==> src/verilog/psbrg_regs.svh <==
/*
 constants of the partition space bridge: label encodings, field layout.
 assumes inclusion by its bare name from the bridge's design files.
*/
`ifndef PSBRG_REGS_SVH
`define PSBRG_REGS_SVH
// ==========================================================
// label encodings
`define PSBRG_SP_SECURE     2'h0
`define PSBRG_SP_NONSECURE  2'h1
`define PSBRG_SP_ROOT       2'h2
`define PSBRG_SP_REALM      2'h3
`define PSBRG_NS_SECURE     1'h0
`define PSBRG_NS_NONSECURE  1'h1
// ==========================================================
// widths and reset values
`define PSBRG_ADDR_W        48
`define PSBRG_PAS_W         2
`define PSBRG_PARTID_W      16
`define PSBRG_PMG_W         8
`define PSBRG_USER_W        8
`define PSBRG_MAP_ROOT_NS_RST  1'h0
`define PSBRG_MAP_REALM_NS_RST 1'h1
`endif

==> src/verilog/psbrg_pkg.sv <==
/*
 types shared by the partition space bridge modules.
 assumes psbrg_regs.svh sits on the include path.
*/
`include "psbrg_regs.svh"
package psbrg_pkg;
	// ==========================================================
	// partition space labels
	typedef logic [1:0] psbrg_sp_t;
	typedef logic       psbrg_ns_t;
endpackage

==> src/verilog/psbrg_reduce.sv <==
/*
 combinational reduction of a 2-bit space label to a 1-bit label.
 assumes the caller registers the result; map bits are static per request.
*/
`timescale 1ns/1ps
`include "psbrg_regs.svh"
module psbrg_reduce (
	// four-space label in
	input  wire psbrg_pkg::psbrg_sp_t sp_in,
	// programmable choice for root and realm
	input  wire logic                 prog_en,
	input  wire logic                 map_root_ns,
	input  wire logic                 map_realm_ns,
	// two-space label out
	output      psbrg_pkg::psbrg_ns_t ns_out
);
	always_comb begin
		case (sp_in)
			`PSBRG_SP_SECURE:    ns_out = `PSBRG_NS_SECURE;
			`PSBRG_SP_NONSECURE: ns_out = `PSBRG_NS_NONSECURE;
			// fixed reduction keeps only bit zero
			`PSBRG_SP_ROOT:      ns_out = prog_en ? map_root_ns
			                                      : `PSBRG_NS_SECURE;
			`PSBRG_SP_REALM:     ns_out = prog_en ? map_realm_ns
			                                      : `PSBRG_NS_NONSECURE;
			default:             ns_out = `PSBRG_NS_SECURE;
		endcase
	end
endmodule

==> src/verilog/psbrg_bridge.sv <==
/*
 partition space bridge: a two-to-four expansion path, a four-to-two
 reduction path and a control access filter, each one register stage.
 both paths run side by side and never stall: a request on either
 input shows on the matching output one clock later, for one clock.
 assumes a single clock, requesters that pick labels correctly, map
 bits that stay put while requests use them, address space codes
 that follow the label codes one to one, and far sides that take one
 request per clock, since there is no ready signal.
*/
`timescale 1ns/1ps
`include "psbrg_regs.svh"
// Summary of operation
// - two-bit label: secure, nonsecure, root, realm
// - expand zero to secure, one to nonsecure
// - physical address space passes unchanged
// - secure label never becomes another space
// - nonsecure label never becomes another space
// - full two-bit label forwarded in four-space
// - expansion path always emits two-bit label
// - reduce to one bit, fixed or programmable
// - requester picks space from state, level
// - two-space completer sees only two spaces
// - control access only in matching address space
// - fixed reduction keeps label bit zero
module psbrg_bridge #(
	parameter int ADDR_W   = `PSBRG_ADDR_W,
	parameter int PARTID_W = `PSBRG_PARTID_W,
	parameter int PMG_W    = `PSBRG_PMG_W,
	parameter int USER_W   = `PSBRG_USER_W
) (
	// clock and reset
	input  wire logic                  sys_clk,
	input  wire logic                  resetn,
	// mapping control
	input  wire logic                  prog_en,
	input  wire logic                  map_root_ns,
	input  wire logic                  map_realm_ns,
	// expansion path in, from two-space requester
	input  wire logic                  exp_valid,
	input  wire logic [ADDR_W-1:0]     exp_addr,
	input  wire logic [`PSBRG_PAS_W-1:0] exp_pas,
	input  wire psbrg_pkg::psbrg_ns_t  exp_space_label_1bit,
	input  wire logic [PARTID_W-1:0]   exp_partid,
	input  wire logic [PMG_W-1:0]      exp_pmg,
	input  wire logic [USER_W-1:0]     exp_user,
	// expansion path out, into four-space region
	output      logic                  exo_valid,
	output      logic [ADDR_W-1:0]     exo_addr,
	output      logic [`PSBRG_PAS_W-1:0] exo_pas,
	output      psbrg_pkg::psbrg_sp_t  exo_space_label_2bit,
	output      logic [PARTID_W-1:0]   exo_partid,
	output      logic [PMG_W-1:0]      exo_pmg,
	output      logic [USER_W-1:0]     exo_user,
	// reduction path in, from four-space region
	input  wire logic                  red_valid,
	input  wire logic [ADDR_W-1:0]     red_addr,
	input  wire logic [`PSBRG_PAS_W-1:0] red_pas,
	input  wire psbrg_pkg::psbrg_sp_t  red_space_label_2bit,
	input  wire logic [PARTID_W-1:0]   red_partid,
	input  wire logic [PMG_W-1:0]      red_pmg,
	input  wire logic [USER_W-1:0]     red_user,
	input  wire logic                  red_ctl_access,
	// reduction path out, to two-space completer
	output      logic                  rdo_valid,
	output      logic [ADDR_W-1:0]     rdo_addr,
	output      logic [`PSBRG_PAS_W-1:0] rdo_pas,
	output      psbrg_pkg::psbrg_ns_t  rdo_space_label_1bit,
	output      logic [PARTID_W-1:0]   rdo_partid,
	output      logic [PMG_W-1:0]      rdo_pmg,
	output      logic [USER_W-1:0]     rdo_user,
	output      logic                  rdo_ctl_ok
);
	// ==========================================================
	// state
	// one register stage per path; the paths share only the clock and reset,
	// so a request on one never waits for the other. valid bits alone
	// mark a request, the fields behind them keep their last value, except ctl_ok, which clears
	typedef struct packed {
		logic                    valid;
		logic [ADDR_W-1:0]       addr;
		logic [`PSBRG_PAS_W-1:0] pas;
		logic [1:0]              sp;
		logic [PARTID_W-1:0]     partid;
		logic [PMG_W-1:0]        pmg;
		logic [USER_W-1:0]       user;
	} psbrg_exp_t;

	typedef struct packed {
		logic                    valid;
		logic [ADDR_W-1:0]       addr;
		logic [`PSBRG_PAS_W-1:0] pas;
		logic                    ns;
		logic [PARTID_W-1:0]     partid;
		logic [PMG_W-1:0]        pmg;
		logic [USER_W-1:0]       user;
		logic                    ctl_ok;
	} psbrg_red_t;

	typedef struct packed {
		psbrg_exp_t exo;
		psbrg_red_t rdo;
	} psbrg_state_t;

	psbrg_state_t         state_r;
	psbrg_state_t         state_nxt;
	// combinational helpers, none of them state
	psbrg_pkg::psbrg_sp_t exp_sp;
	psbrg_pkg::psbrg_ns_t red_ns;
	logic                 ctl_hit;

	// ==========================================================
	// label expansion, two-space side into four-space side
	// a two-space requester names only secure or nonsecure, so the
	// upper label bit stays clear: root and realm never appear here,
	// and the space the requester chose passes as it was chosen
	always_comb begin
		case (exp_space_label_1bit)
			`PSBRG_NS_SECURE:    exp_sp = `PSBRG_SP_SECURE;
			`PSBRG_NS_NONSECURE: exp_sp = `PSBRG_SP_NONSECURE;
			default:             exp_sp = `PSBRG_SP_SECURE;
		endcase
	end

	// ==========================================================
	// label reduction, four-space side into two-space side
	// secure and nonsecure keep their side in every mode; only root
	// and realm follow the map bits, so a wrong map cannot move a
	// secure request into the nonsecure space or back
	psbrg_reduce u_reduce (
		.sp_in        (red_space_label_2bit),
		.prog_en      (prog_en),
		.map_root_ns  (map_root_ns),
		.map_realm_ns (map_realm_ns),
		.ns_out       (red_ns)
	);

	// ==========================================================
	// control access filter
	// settings of a space are reachable only through that space's own
	// physical address space. a mismatch is still forwarded and only
	// flagged: the completer decides what to do with it, and the
	// bridge never has to hold a request back
	always_comb begin
		case (red_space_label_2bit)
			`PSBRG_SP_SECURE:
				ctl_hit = (red_pas == `PSBRG_SP_SECURE);
			`PSBRG_SP_NONSECURE:
				ctl_hit = (red_pas == `PSBRG_SP_NONSECURE);
			`PSBRG_SP_ROOT:
				ctl_hit = (red_pas == `PSBRG_SP_ROOT);
			`PSBRG_SP_REALM:
				ctl_hit = (red_pas == `PSBRG_SP_REALM);
			default:
				ctl_hit = 1'h0;
		endcase
	end

	// ==========================================================
	// next state
	always_comb begin
		state_nxt = state_r;
		// expansion path: valid every cycle, fields only with a request,
		// so idle cycles leave the last request's fields standing
		state_nxt.exo.valid = exp_valid;
		if (exp_valid) begin
			state_nxt.exo.addr   = exp_addr;
			state_nxt.exo.pas    = exp_pas;
			state_nxt.exo.sp     = exp_sp;
			state_nxt.exo.partid = exp_partid;
			state_nxt.exo.pmg    = exp_pmg;
			state_nxt.exo.user   = exp_user;
		end
		// reduction path: the ok flag lives only as long as its valid,
		// so a stale grant can never ride on an idle cycle
		state_nxt.rdo.valid  = red_valid;
		state_nxt.rdo.ctl_ok = 1'h0;
		if (red_valid) begin
			state_nxt.rdo.addr   = red_addr;
			state_nxt.rdo.pas    = red_pas;
			state_nxt.rdo.ns     = red_ns;
			state_nxt.rdo.partid = red_partid;
			state_nxt.rdo.pmg    = red_pmg;
			state_nxt.rdo.user   = red_user;
			state_nxt.rdo.ctl_ok = red_ctl_access && ctl_hit;
		end
	end

	// ==========================================================
	// registers
	// the async reset clears every valid, so no stale request leaves
	// the bridge after reset; the data fields clear too, which costs
	// nothing and keeps the outputs quiet until the first request
	always_ff @(posedge sys_clk or negedge resetn) begin
		if (!resetn) begin
			state_r <= '0;
		end else begin
			state_r <= state_nxt;
		end
	end

	// ==========================================================
	// outputs, straight from the state register
	// expansion path
	assign exo_valid            = state_r.exo.valid;
	assign exo_addr             = state_r.exo.addr;
	assign exo_pas              = state_r.exo.pas;
	// four-space side always gets the full two-bit label
	assign exo_space_label_2bit = state_r.exo.sp;
	assign exo_partid           = state_r.exo.partid;
	assign exo_pmg              = state_r.exo.pmg;
	assign exo_user             = state_r.exo.user;

	// reduction path
	assign rdo_valid            = state_r.rdo.valid;
	assign rdo_addr             = state_r.rdo.addr;
	assign rdo_pas              = state_r.rdo.pas;
	assign rdo_space_label_1bit = state_r.rdo.ns;
	assign rdo_partid           = state_r.rdo.partid;
	assign rdo_pmg              = state_r.rdo.pmg;
	assign rdo_user             = state_r.rdo.user;
	assign rdo_ctl_ok           = state_r.rdo.ctl_ok;
endmodule

==> config.mk <==
export PLATFORM = sky130hd
export DESIGN_NAME = psbrg_bridge
export DESIGN_NICKNAME = d
export VERILOG_FILES = /design/src/verilog/psbrg_pkg.sv /design/src/verilog/psbrg_reduce.sv /design/src/verilog/psbrg_bridge.sv
export VERILOG_INCLUDE_DIRS = /design/src /design/src/verilog
export SDC_FILE = /design/constraint.sdc
export NUM_CORES = 1
export LEC_CHECK = 0
export ABC_CLOCK_PERIOD_IN_PS = 1020
export BUFFER_PORTS_ARGS = -buffer_cell sky130_fd_sc_hd__buf_4
export CORE_AREA = 2 2 133 135
export DETAILED_ROUTE_END_ITERATION = 12
export DIE_AREA = 0 0 135 137
export PLACE_DENSITY = 0.66
export SLEW_MARGIN = 30
export SYNTH_ARGS = -nofsm -noshare
export SYNTH_HDL_FRONTEND = slang
export SYNTH_SLANG_ARGS = --single-unit
==> constraint.sdc <==
create_clock -name sys_clk -period 1.02 [get_ports sys_clk]
set_input_delay 0.204 -clock sys_clk [delete_from_list [all_inputs] [get_ports sys_clk]]
set_output_delay 0.204 -clock sys_clk [all_outputs]
set_load 0.1 [all_outputs]
==> results.md, run 1 <==
* Peak Freq at 765 MHz
* Residual DRC at 0
* Primary FF master, synth: dfrtp_1
* Routed WL per cell at 20.8 µm
* Final HPWL DP at 13600 µm
* Insertion delay to the later sink of the worst-skew pair at 0.41 ns
* Maxcap violations at 0
* Share of cells above drive strength 1 at 92.2%
* Period utilization at 128%
* Total stage count of the critical path at 1
* Syn. warnings at 0
* Crit path buf inv count at 1
* CP arrival at about 1.1 ns
* GR Overflow Total at 0
* Core box area at roughly 17000 µm²
* Post-Route Utilization at 77.3%
* Post-synth top area share at 66.8%
* Pre-CTS setup slack at -0.0812 ns
* Status: complete, but fails checks
* Non-Filler Instances at 1018
* Final WL at 21200 µm
* WHS at 0.0189 ns
* Root Driver: clkbuf_16
* Mapped Avg Cell Area at about 17 µm²
* PortBufs at 343
* Final worst setup slack at -0.288 ns
* Worst-path clk slew at 0.07 ns
* CP required at 0.82 ns
* Site Rows at 48
* CTS tree: yes
* Clk_skew at 0 ns
* Final Hold Viols at 0
* Fin crit period at 1.31 ns
* Top Ports at roughly 350
* Layout Nets at approximately 960
* Maximum VDD drop at 1.32 mV
* Ys async rst share at 100%
* Post-Synthesis Cells at 362
* Internal power at between 15 and 20 mW
* Setup violators final at 169
* Critical Path, Cell by Cell: buf_12
* Post-route cell area at 13200 µm²
* Unique masters post-synth at 12
* Gpl congestion at 0.764
* Clock Path Buffers at 2
* Max FO, Critical Path at 2
* Drt pass-1 iters at 4
* P per Cell Area at 1930 nW/µm²
* Synth cell count leaders: 169 x dfrtp_1, 165 x mux2_2, 12 x buf_6
* CP startpoint kind: flip-flop
* Clock sink count at 169
* Largest cells by area after synthesis: dfrtp_1 67%, mux2_2 29%, buf_6 2.1%
* Reg power frac at 33.7%
* Failing checks: negative setup slack
* H-tree depth at 4
* P&R area growth vs syn at 108%
* Seq cells post-synth at 169
* Largest net degree at the start of global routing at 47
* Sequential area share after synthesis at between 60 and 70%
* First DRT Iteration DRCs at 129
* Routed via count at 4745
* CP endpoint kind: output port
* Die area at 18500 µm²
* Largest area contributor in the netlist: dfrtp_1
* Die Wd at 135 µm
* Fin Setup TNS at -44.47 ns
* Switch share at 37.2%
* Hold path depth at 2
* Net Count, Synth at ~540
* Starting Density at between 30% and 40%
* Net Sw Power at between 9 and 10 mW
* Clk pwr share at ~28%
* Synth Cell Area at 6330 µm²
* GRT Total Usage at about 23%
* Reg2Reg Setup Slack at 0.01 ns
* CP max stage cell: dfrtp_4
* Cells after DPL at between 900 and 1000
* Vias per Instance at 4.66
* LEAKAGE at 5.60 nW
* Number of global-route vias before repair at between 5000 and 6000
* Worst Hold Class: in2reg
* R2R cell count at 2
* Antenna fix cells at 0
* Slowest stage delay, CP at about 0.50 ns
* Cell with the most instances after synthesis: dfrtp_1
* Final Slew Violations at 0
* Unrepaired setup endpoints after global routing: true
* PnR Total Power at 25.5 mW
* First-pass GRT wire length at 32100 µm
* Logic pwr share at between 30% and 40%
* Initial antenna violation count at 0
* Number of CTS-inserted buffers at 17
* Number of flops mapped to enable cells by yosys at 0
* Placement Cell Area at 9820 µm²
* Post-DRT Antenna Nets at 0
* Die Ht at 137 µm
* Kind of critical path: reg2out
* CP top delay family: flip-flops
* # fillers at 890
layer usage:
metal | share of wire (%) | track usage, % | vias up
met5 | 0 | 0 | -
met4 | 4.1 | 11.6 | 0
met3 | 7.2 | 7.56 | 54
met2 | 57 | 43.9 | 217
met1 | 32 | 22.6 | 2371
li1 | - | - | 2103
layout make-up:
class                           count  area [µm²]  area share, %
Clock buffer                       22         484           3.67
Timing Repair Buffer              418        5480           41.6
Multi-Input combinational cell    174        1920           14.6
Tap cell                          225         282           2.13
Sequential cell                   169        4850           36.8
Clock inverter                     10         164           1.24
worst register-to-register path, delay by kind of cell (launching register included):
kind | cells | cell delay [ns]
DFF | 1 | 0.49
muxes | 1 | 0.26
buffers and inverters | 1 | 0.15
sequential cells by signal, summed over array words and instances (netlist names):
signal and cells:
exo_addr 48, rdo_addr 48, exo_partid 16, rdo_partid 16, exo_pmg 8, exo_user 8
rdo_pmg 8, rdo_user 8, exo_pas 2, rdo_pas 2, exo_space_label_2bit 1, exo_valid 1
rdo_ctl_ok 1, rdo_space_label_1bit 1, rdo_valid 1
power by group through the flow:
stage                     Clock, mW  Sequential [mW]  Combinational [mW]
after floorplan                   0             13.3               0.861
after global placement            0             8.25                7.84
after detailed placement          0             8.29                7.90
after CTS                      7.15             8.54                9.81
after global routing           7.42             8.66                10.1
final                          7.00             8.57                9.90
path summary, 6_finish.rpt:
| kind | start | endpoint |
|---|---|---|
| worst max-delay path | rdo_user[4] | rdo_user[4] |
| worst min-delay path | red_user[4] | rdo_user[4] |
| worst max register to register | exo_user[2] | exo_user[2] |
| worst min register to register | exo_addr[17] | exo_addr[17] |
| max in group asynchronous | resetn | exo_addr[10] |
| min in group asynchronous | resetn | rdo_partid[4] |
kinds of logic (layout without fill, tap and decap cells):
group | after synthesis | count (layout) | synth area share (%)
xor gates and xnor gates | 2 | 2 | 0.277
DFF | 169 | 169 | 66.8
buffers and inverters | 19 | 450 | 2.81
and+or+nand+nor | 4 | 4 | 0.376
AOI/OAI and AO/OA | 2 | 2 | 0.277
muxes | 165 | 165 | 29.4
other | 1 | 1 | 0.0593
cells in the final DEF (no fill, tap or decap), drive strengths merged:
master       count
dfrtp          169
mux2           165
nand4b           1
dlygate4sd3     54
bufinv           4
clkinvlp         1
xor2             2
nor2b            1
inv              1
clkbuf          22
buf            364
nor3             1
nand2            1
a31o             2
conb             1
clkinv           4
what timing repair did:
item,in CTS,in global routing
endpoints found under the hold margin,219,3
hold buffers,51,3
resized for setup,502,5
endpoints found under the setup margin,169,171
buffers inserted,4,6
No activity file was read; power rests on OpenSTA's default activity.
==> inputs of run 2 (changes only) <==
--- a/config.mk
+++ b/config.mk
@@ -7,12 +7,14 @@
 export NUM_CORES = 1
 export LEC_CHECK = 0
 export ABC_CLOCK_PERIOD_IN_PS = 1020
-export BUFFER_PORTS_ARGS = -buffer_cell sky130_fd_sc_hd__buf_4
-export CORE_AREA = 2 2 133 135
+export CORE_AREA = 2 2 134 136
 export DETAILED_ROUTE_END_ITERATION = 12
-export DIE_AREA = 0 0 135 137
-export PLACE_DENSITY = 0.66
+export DIE_AREA = 0 0 136 138
+export DONT_BUFFER_PORTS = 1
+export PLACE_DENSITY = 0.49
+export SETUP_SLACK_MARGIN = 0.4
 export SLEW_MARGIN = 30
 export SYNTH_ARGS = -nofsm -noshare
 export SYNTH_HDL_FRONTEND = slang
+export SYNTH_HIERARCHICAL = 1
 export SYNTH_SLANG_ARGS = --single-unit
==> results.md, run 2 <==
* Insertion delay to the later sink of the worst-skew pair at 0.41 ns (about the same)
* Unrepaired setup endpoints after global routing: true
* Ys async rst share at 100% (unchanged)
* Critical Path, Cell by Cell: buf_12
* Slowest stage delay, CP at 0.50 ns (about the same)
* Setup violators final at 170 (+0.59%)
* Worst Hold Class: in2async
* LEAKAGE at 4.74 nW (-15%)
* P per Cell Area at 2110 nW/µm² (+9.3%)
* Period utilization at 128% (-0.55 points)
* Failing checks: negative hold slack, negative setup slack
* Site Rows at 49 (+2.1%)
* First-pass GRT wire length at 25600 µm (-20%)
* Initial antenna violation count at 2 (+2)
* Fin crit period at 1.30 ns (-0.00558 ns)
* Post-DRT Antenna Nets at 0 (unchanged)
* Layout Nets at 714 (-25%)
* H-tree depth at 4 (unchanged)
* Final HPWL DP at 11200 µm (-17%)
* Largest area contributor in the netlist: dfrtp_1
* Unique masters post-synth at 13 (+1)
* GR Overflow Total at 0 (unchanged)
* Most frequent cells in the layout: 169 x dfrtp_4, 166 x buf_12, 92 x mux2_2
* Clk_skew at 0 ns (unchanged)
* Number of global-route vias before repair at 4303 (-26%)
* Cell with the most instances after synthesis: dfrtp_1
* Final worst setup slack at -0.282 ns (+0.00558 ns)
* First DRT Iteration DRCs at 141 (+9.3%)
* Largest cells by area after synthesis: dfrtp_1 64%, mux2_2 18%, mux2_4 14%
* Residual DRC at 0 (unchanged)
* Gpl congestion at 0.818 (+7.1%)
* Die Ht at 138 µm (+0.73%)
* CP startpoint kind: flip-flop
* Worst-path clk slew at 0.06 ns (about the same)
* Kind of critical path: reg2out
* Routed via count at 3768 (-21%)
* CP arrival at 1.10 ns (about the same)
* Final WL at 17300 µm (-18%)
* Clock Path Buffers at 2 (unchanged)
* Die Wd at 136 µm (+0.74%)
* Reg2Reg Setup Slack at -0.07 ns (-0.08 ns)
* Post-Route Utilization at 65.1% (-12 points)
* Status: complete, but fails checks
* CTS tree: yes
* CP top delay family: flip-flops
* Synth cell count leaders: 169 x dfrtp_1, 107 x mux2_2, 59 x mux2_4
* Post-synth top area share at 64.5% (-2.4 points)
* Max FO, Critical Path at 2 (unchanged)
* Mapped Avg Cell Area at 18.1 µm² (+3.7%)
* Seq cells post-synth at 169 (unchanged)
* Synth Cell Area at 6560 µm² (+3.7%)
* Primary FF master, synth: dfrtp_1
* Drt pass-1 iters at 4 (unchanged)
* Peak Freq at 768 MHz (+0.43%)
* Final Hold Viols at 338 (+338)
* Placement Cell Area at 8550 µm² (-13%)
* Routed WL per cell at 22.2 µm (+6.3%)
* PortBufs at 0 (-100%)
* Number of flops mapped to enable cells by yosys at 0 (unchanged)
* Number of CTS-inserted buffers at 17 (unchanged)
* Most common cell after layout, fill and taps aside: dfrtp_4
* Post-Synthesis Cells at 362 (unchanged)
* Root Driver: clkbuf_16
* Clock sink count at 169 (unchanged)
* P&R area growth vs syn at 73.9%
* WHS at -0.519 ns (-0.538 ns)
* GRT Total Usage at 18.3% (-5.0 points)
* Maximum VDD drop at 1.10 mV (-17%)
* Vias per Instance at 4.81 (+3.2%)
* Crit path buf inv count at 1 (unchanged)
* Post-route cell area at 11400 µm² (-13%)
* Die area at 18800 µm² (+1.5%)
* Final Slew Violations at 0 (unchanged)
* Syn. warnings at 6 (+6)
* Hold-fix buffers, CTS at 1 (-98%)
* Net Count, Synth at 537 (unchanged)
* CP required at 0.82 ns (about the same)
* Maxcap violations at 0 (unchanged)
* Sequential area share after synthesis at 64.5% (-2.4 points)
* Starting Density at 37.4% (+0.32 points)
* Largest net degree at the start of global routing at 170 (+260%)
* CP max stage cell: dfrtp_4
* CP endpoint kind: output port
* Top Ports at 345 (unchanged)
* Core box area at 17500 µm² (+2.8%)
* Share of cells above drive strength 1 at 98.4% (+6.2 points)
[run 2: cell count changes after synthesis, sizes merged]
cell / previous run / this run
inv: 0 / 1
mux2: 165 / 166
a41oi: 0 / 1
nand4b: 1 / 0
nor2b: 1 / 0
a31o: 2 / 0
a31oi: 0 / 1
[run 2: logic make-up (layout without fill, tap and decap cells)]
| group | count (synthesis) | count (layout) | synth area share (%) |
|---|---|---|---|
| flops | 169 | 169 | 64.5 |
| buf+inv | 20 | 210 | 2.92 |
| xor+xnor | 2 | 2 | 0.267 |
| compound gates | 2 | 2 | 0.229 |
| simple gates | 2 | 2 | 0.210 |
| other cells | 1 | 3 | 0.0572 |
| mux | 166 | 166 | 31.9 |
[run 2: where the power goes]
part | switching, mW | leakage (nW) | internal [mW]
Clock | 2.61 | 0.294 | 3.88
Sequential | 0.803 | 1.82 | 7.81
Combinational | 5.58 | 2.63 | 3.39
[run 2: per-stage QoR]
| stage | power (mW) | hold slack [ns] | instances | setup WS (ns) | setup TNS, ns |
|---|---|---|---|---|---|
| floorplan | 14.3 | -0.0916 | 362 | -0.00684 | -0.472 |
| global placement | 15.4 | -0.0870 | 738 | 0.103 | 0 |
| detailed placement | 15.5 | -0.0874 | 738 | 0.105 | 0 |
| CTS | 24.1 | -0.541 | 774 | -0.302 | -48.12 |
| global route | 24.8 | -0.548 | 783 | -0.319 | -51.16 |
| finish | 24.1 | -0.519 | 783 | -0.282 | -44.73 |
[run 2: worst paths after layout]
check | from | endpoint | depth (start not counted)
setup / recovery | exo_addr[28] | exo_addr[28] | 1
hold / removal | resetn | exo_valid | 0
setup reg to reg | rdo_addr[6] | rdo_addr[6] | 3
hold reg to reg | rdo_addr[8] | rdo_addr[8] | 1
max in group asynchronous | resetn | rdo_addr[14] | 0
min in group sys_clk | red_valid | rdo_valid | 0
[run 2: layout make-up]
class | instances | area [µm²]
antenna | 2 | 5.00
clock buffer | 23 | 488
clock inverter | 9 | 113
fill | 1178 | 6120
inverter | 1 | 3.75
multi-input combinational | 173 | 2200
sequential | 169 | 4860
tap | 229 | 287
timing repair buffer | 177 | 3450
[run 2: timing repair]
item / in CTS / in global routing
resized for setup: 503 / 21
buffers inserted: 3 / 7
pin swaps: 0 / 0
endpoints found under the hold margin: 338 / 338
endpoints found under the setup margin: 335 / 336
[run 2: layer usage]
metal | track usage [%] | up-vias | routed length, µm | part of all wire, %
met5 | 0 | - | 0 | 0
met4 | 7.62 | 0 | 468 | 2.7
met3 | 7.44 | 34 | 1640 | 9.5
met2 | 31.4 | 212 | 9300 | 54
met1 | 19.8 | 1908 | 5940 | 34
li1 | - | 1614 | - | -
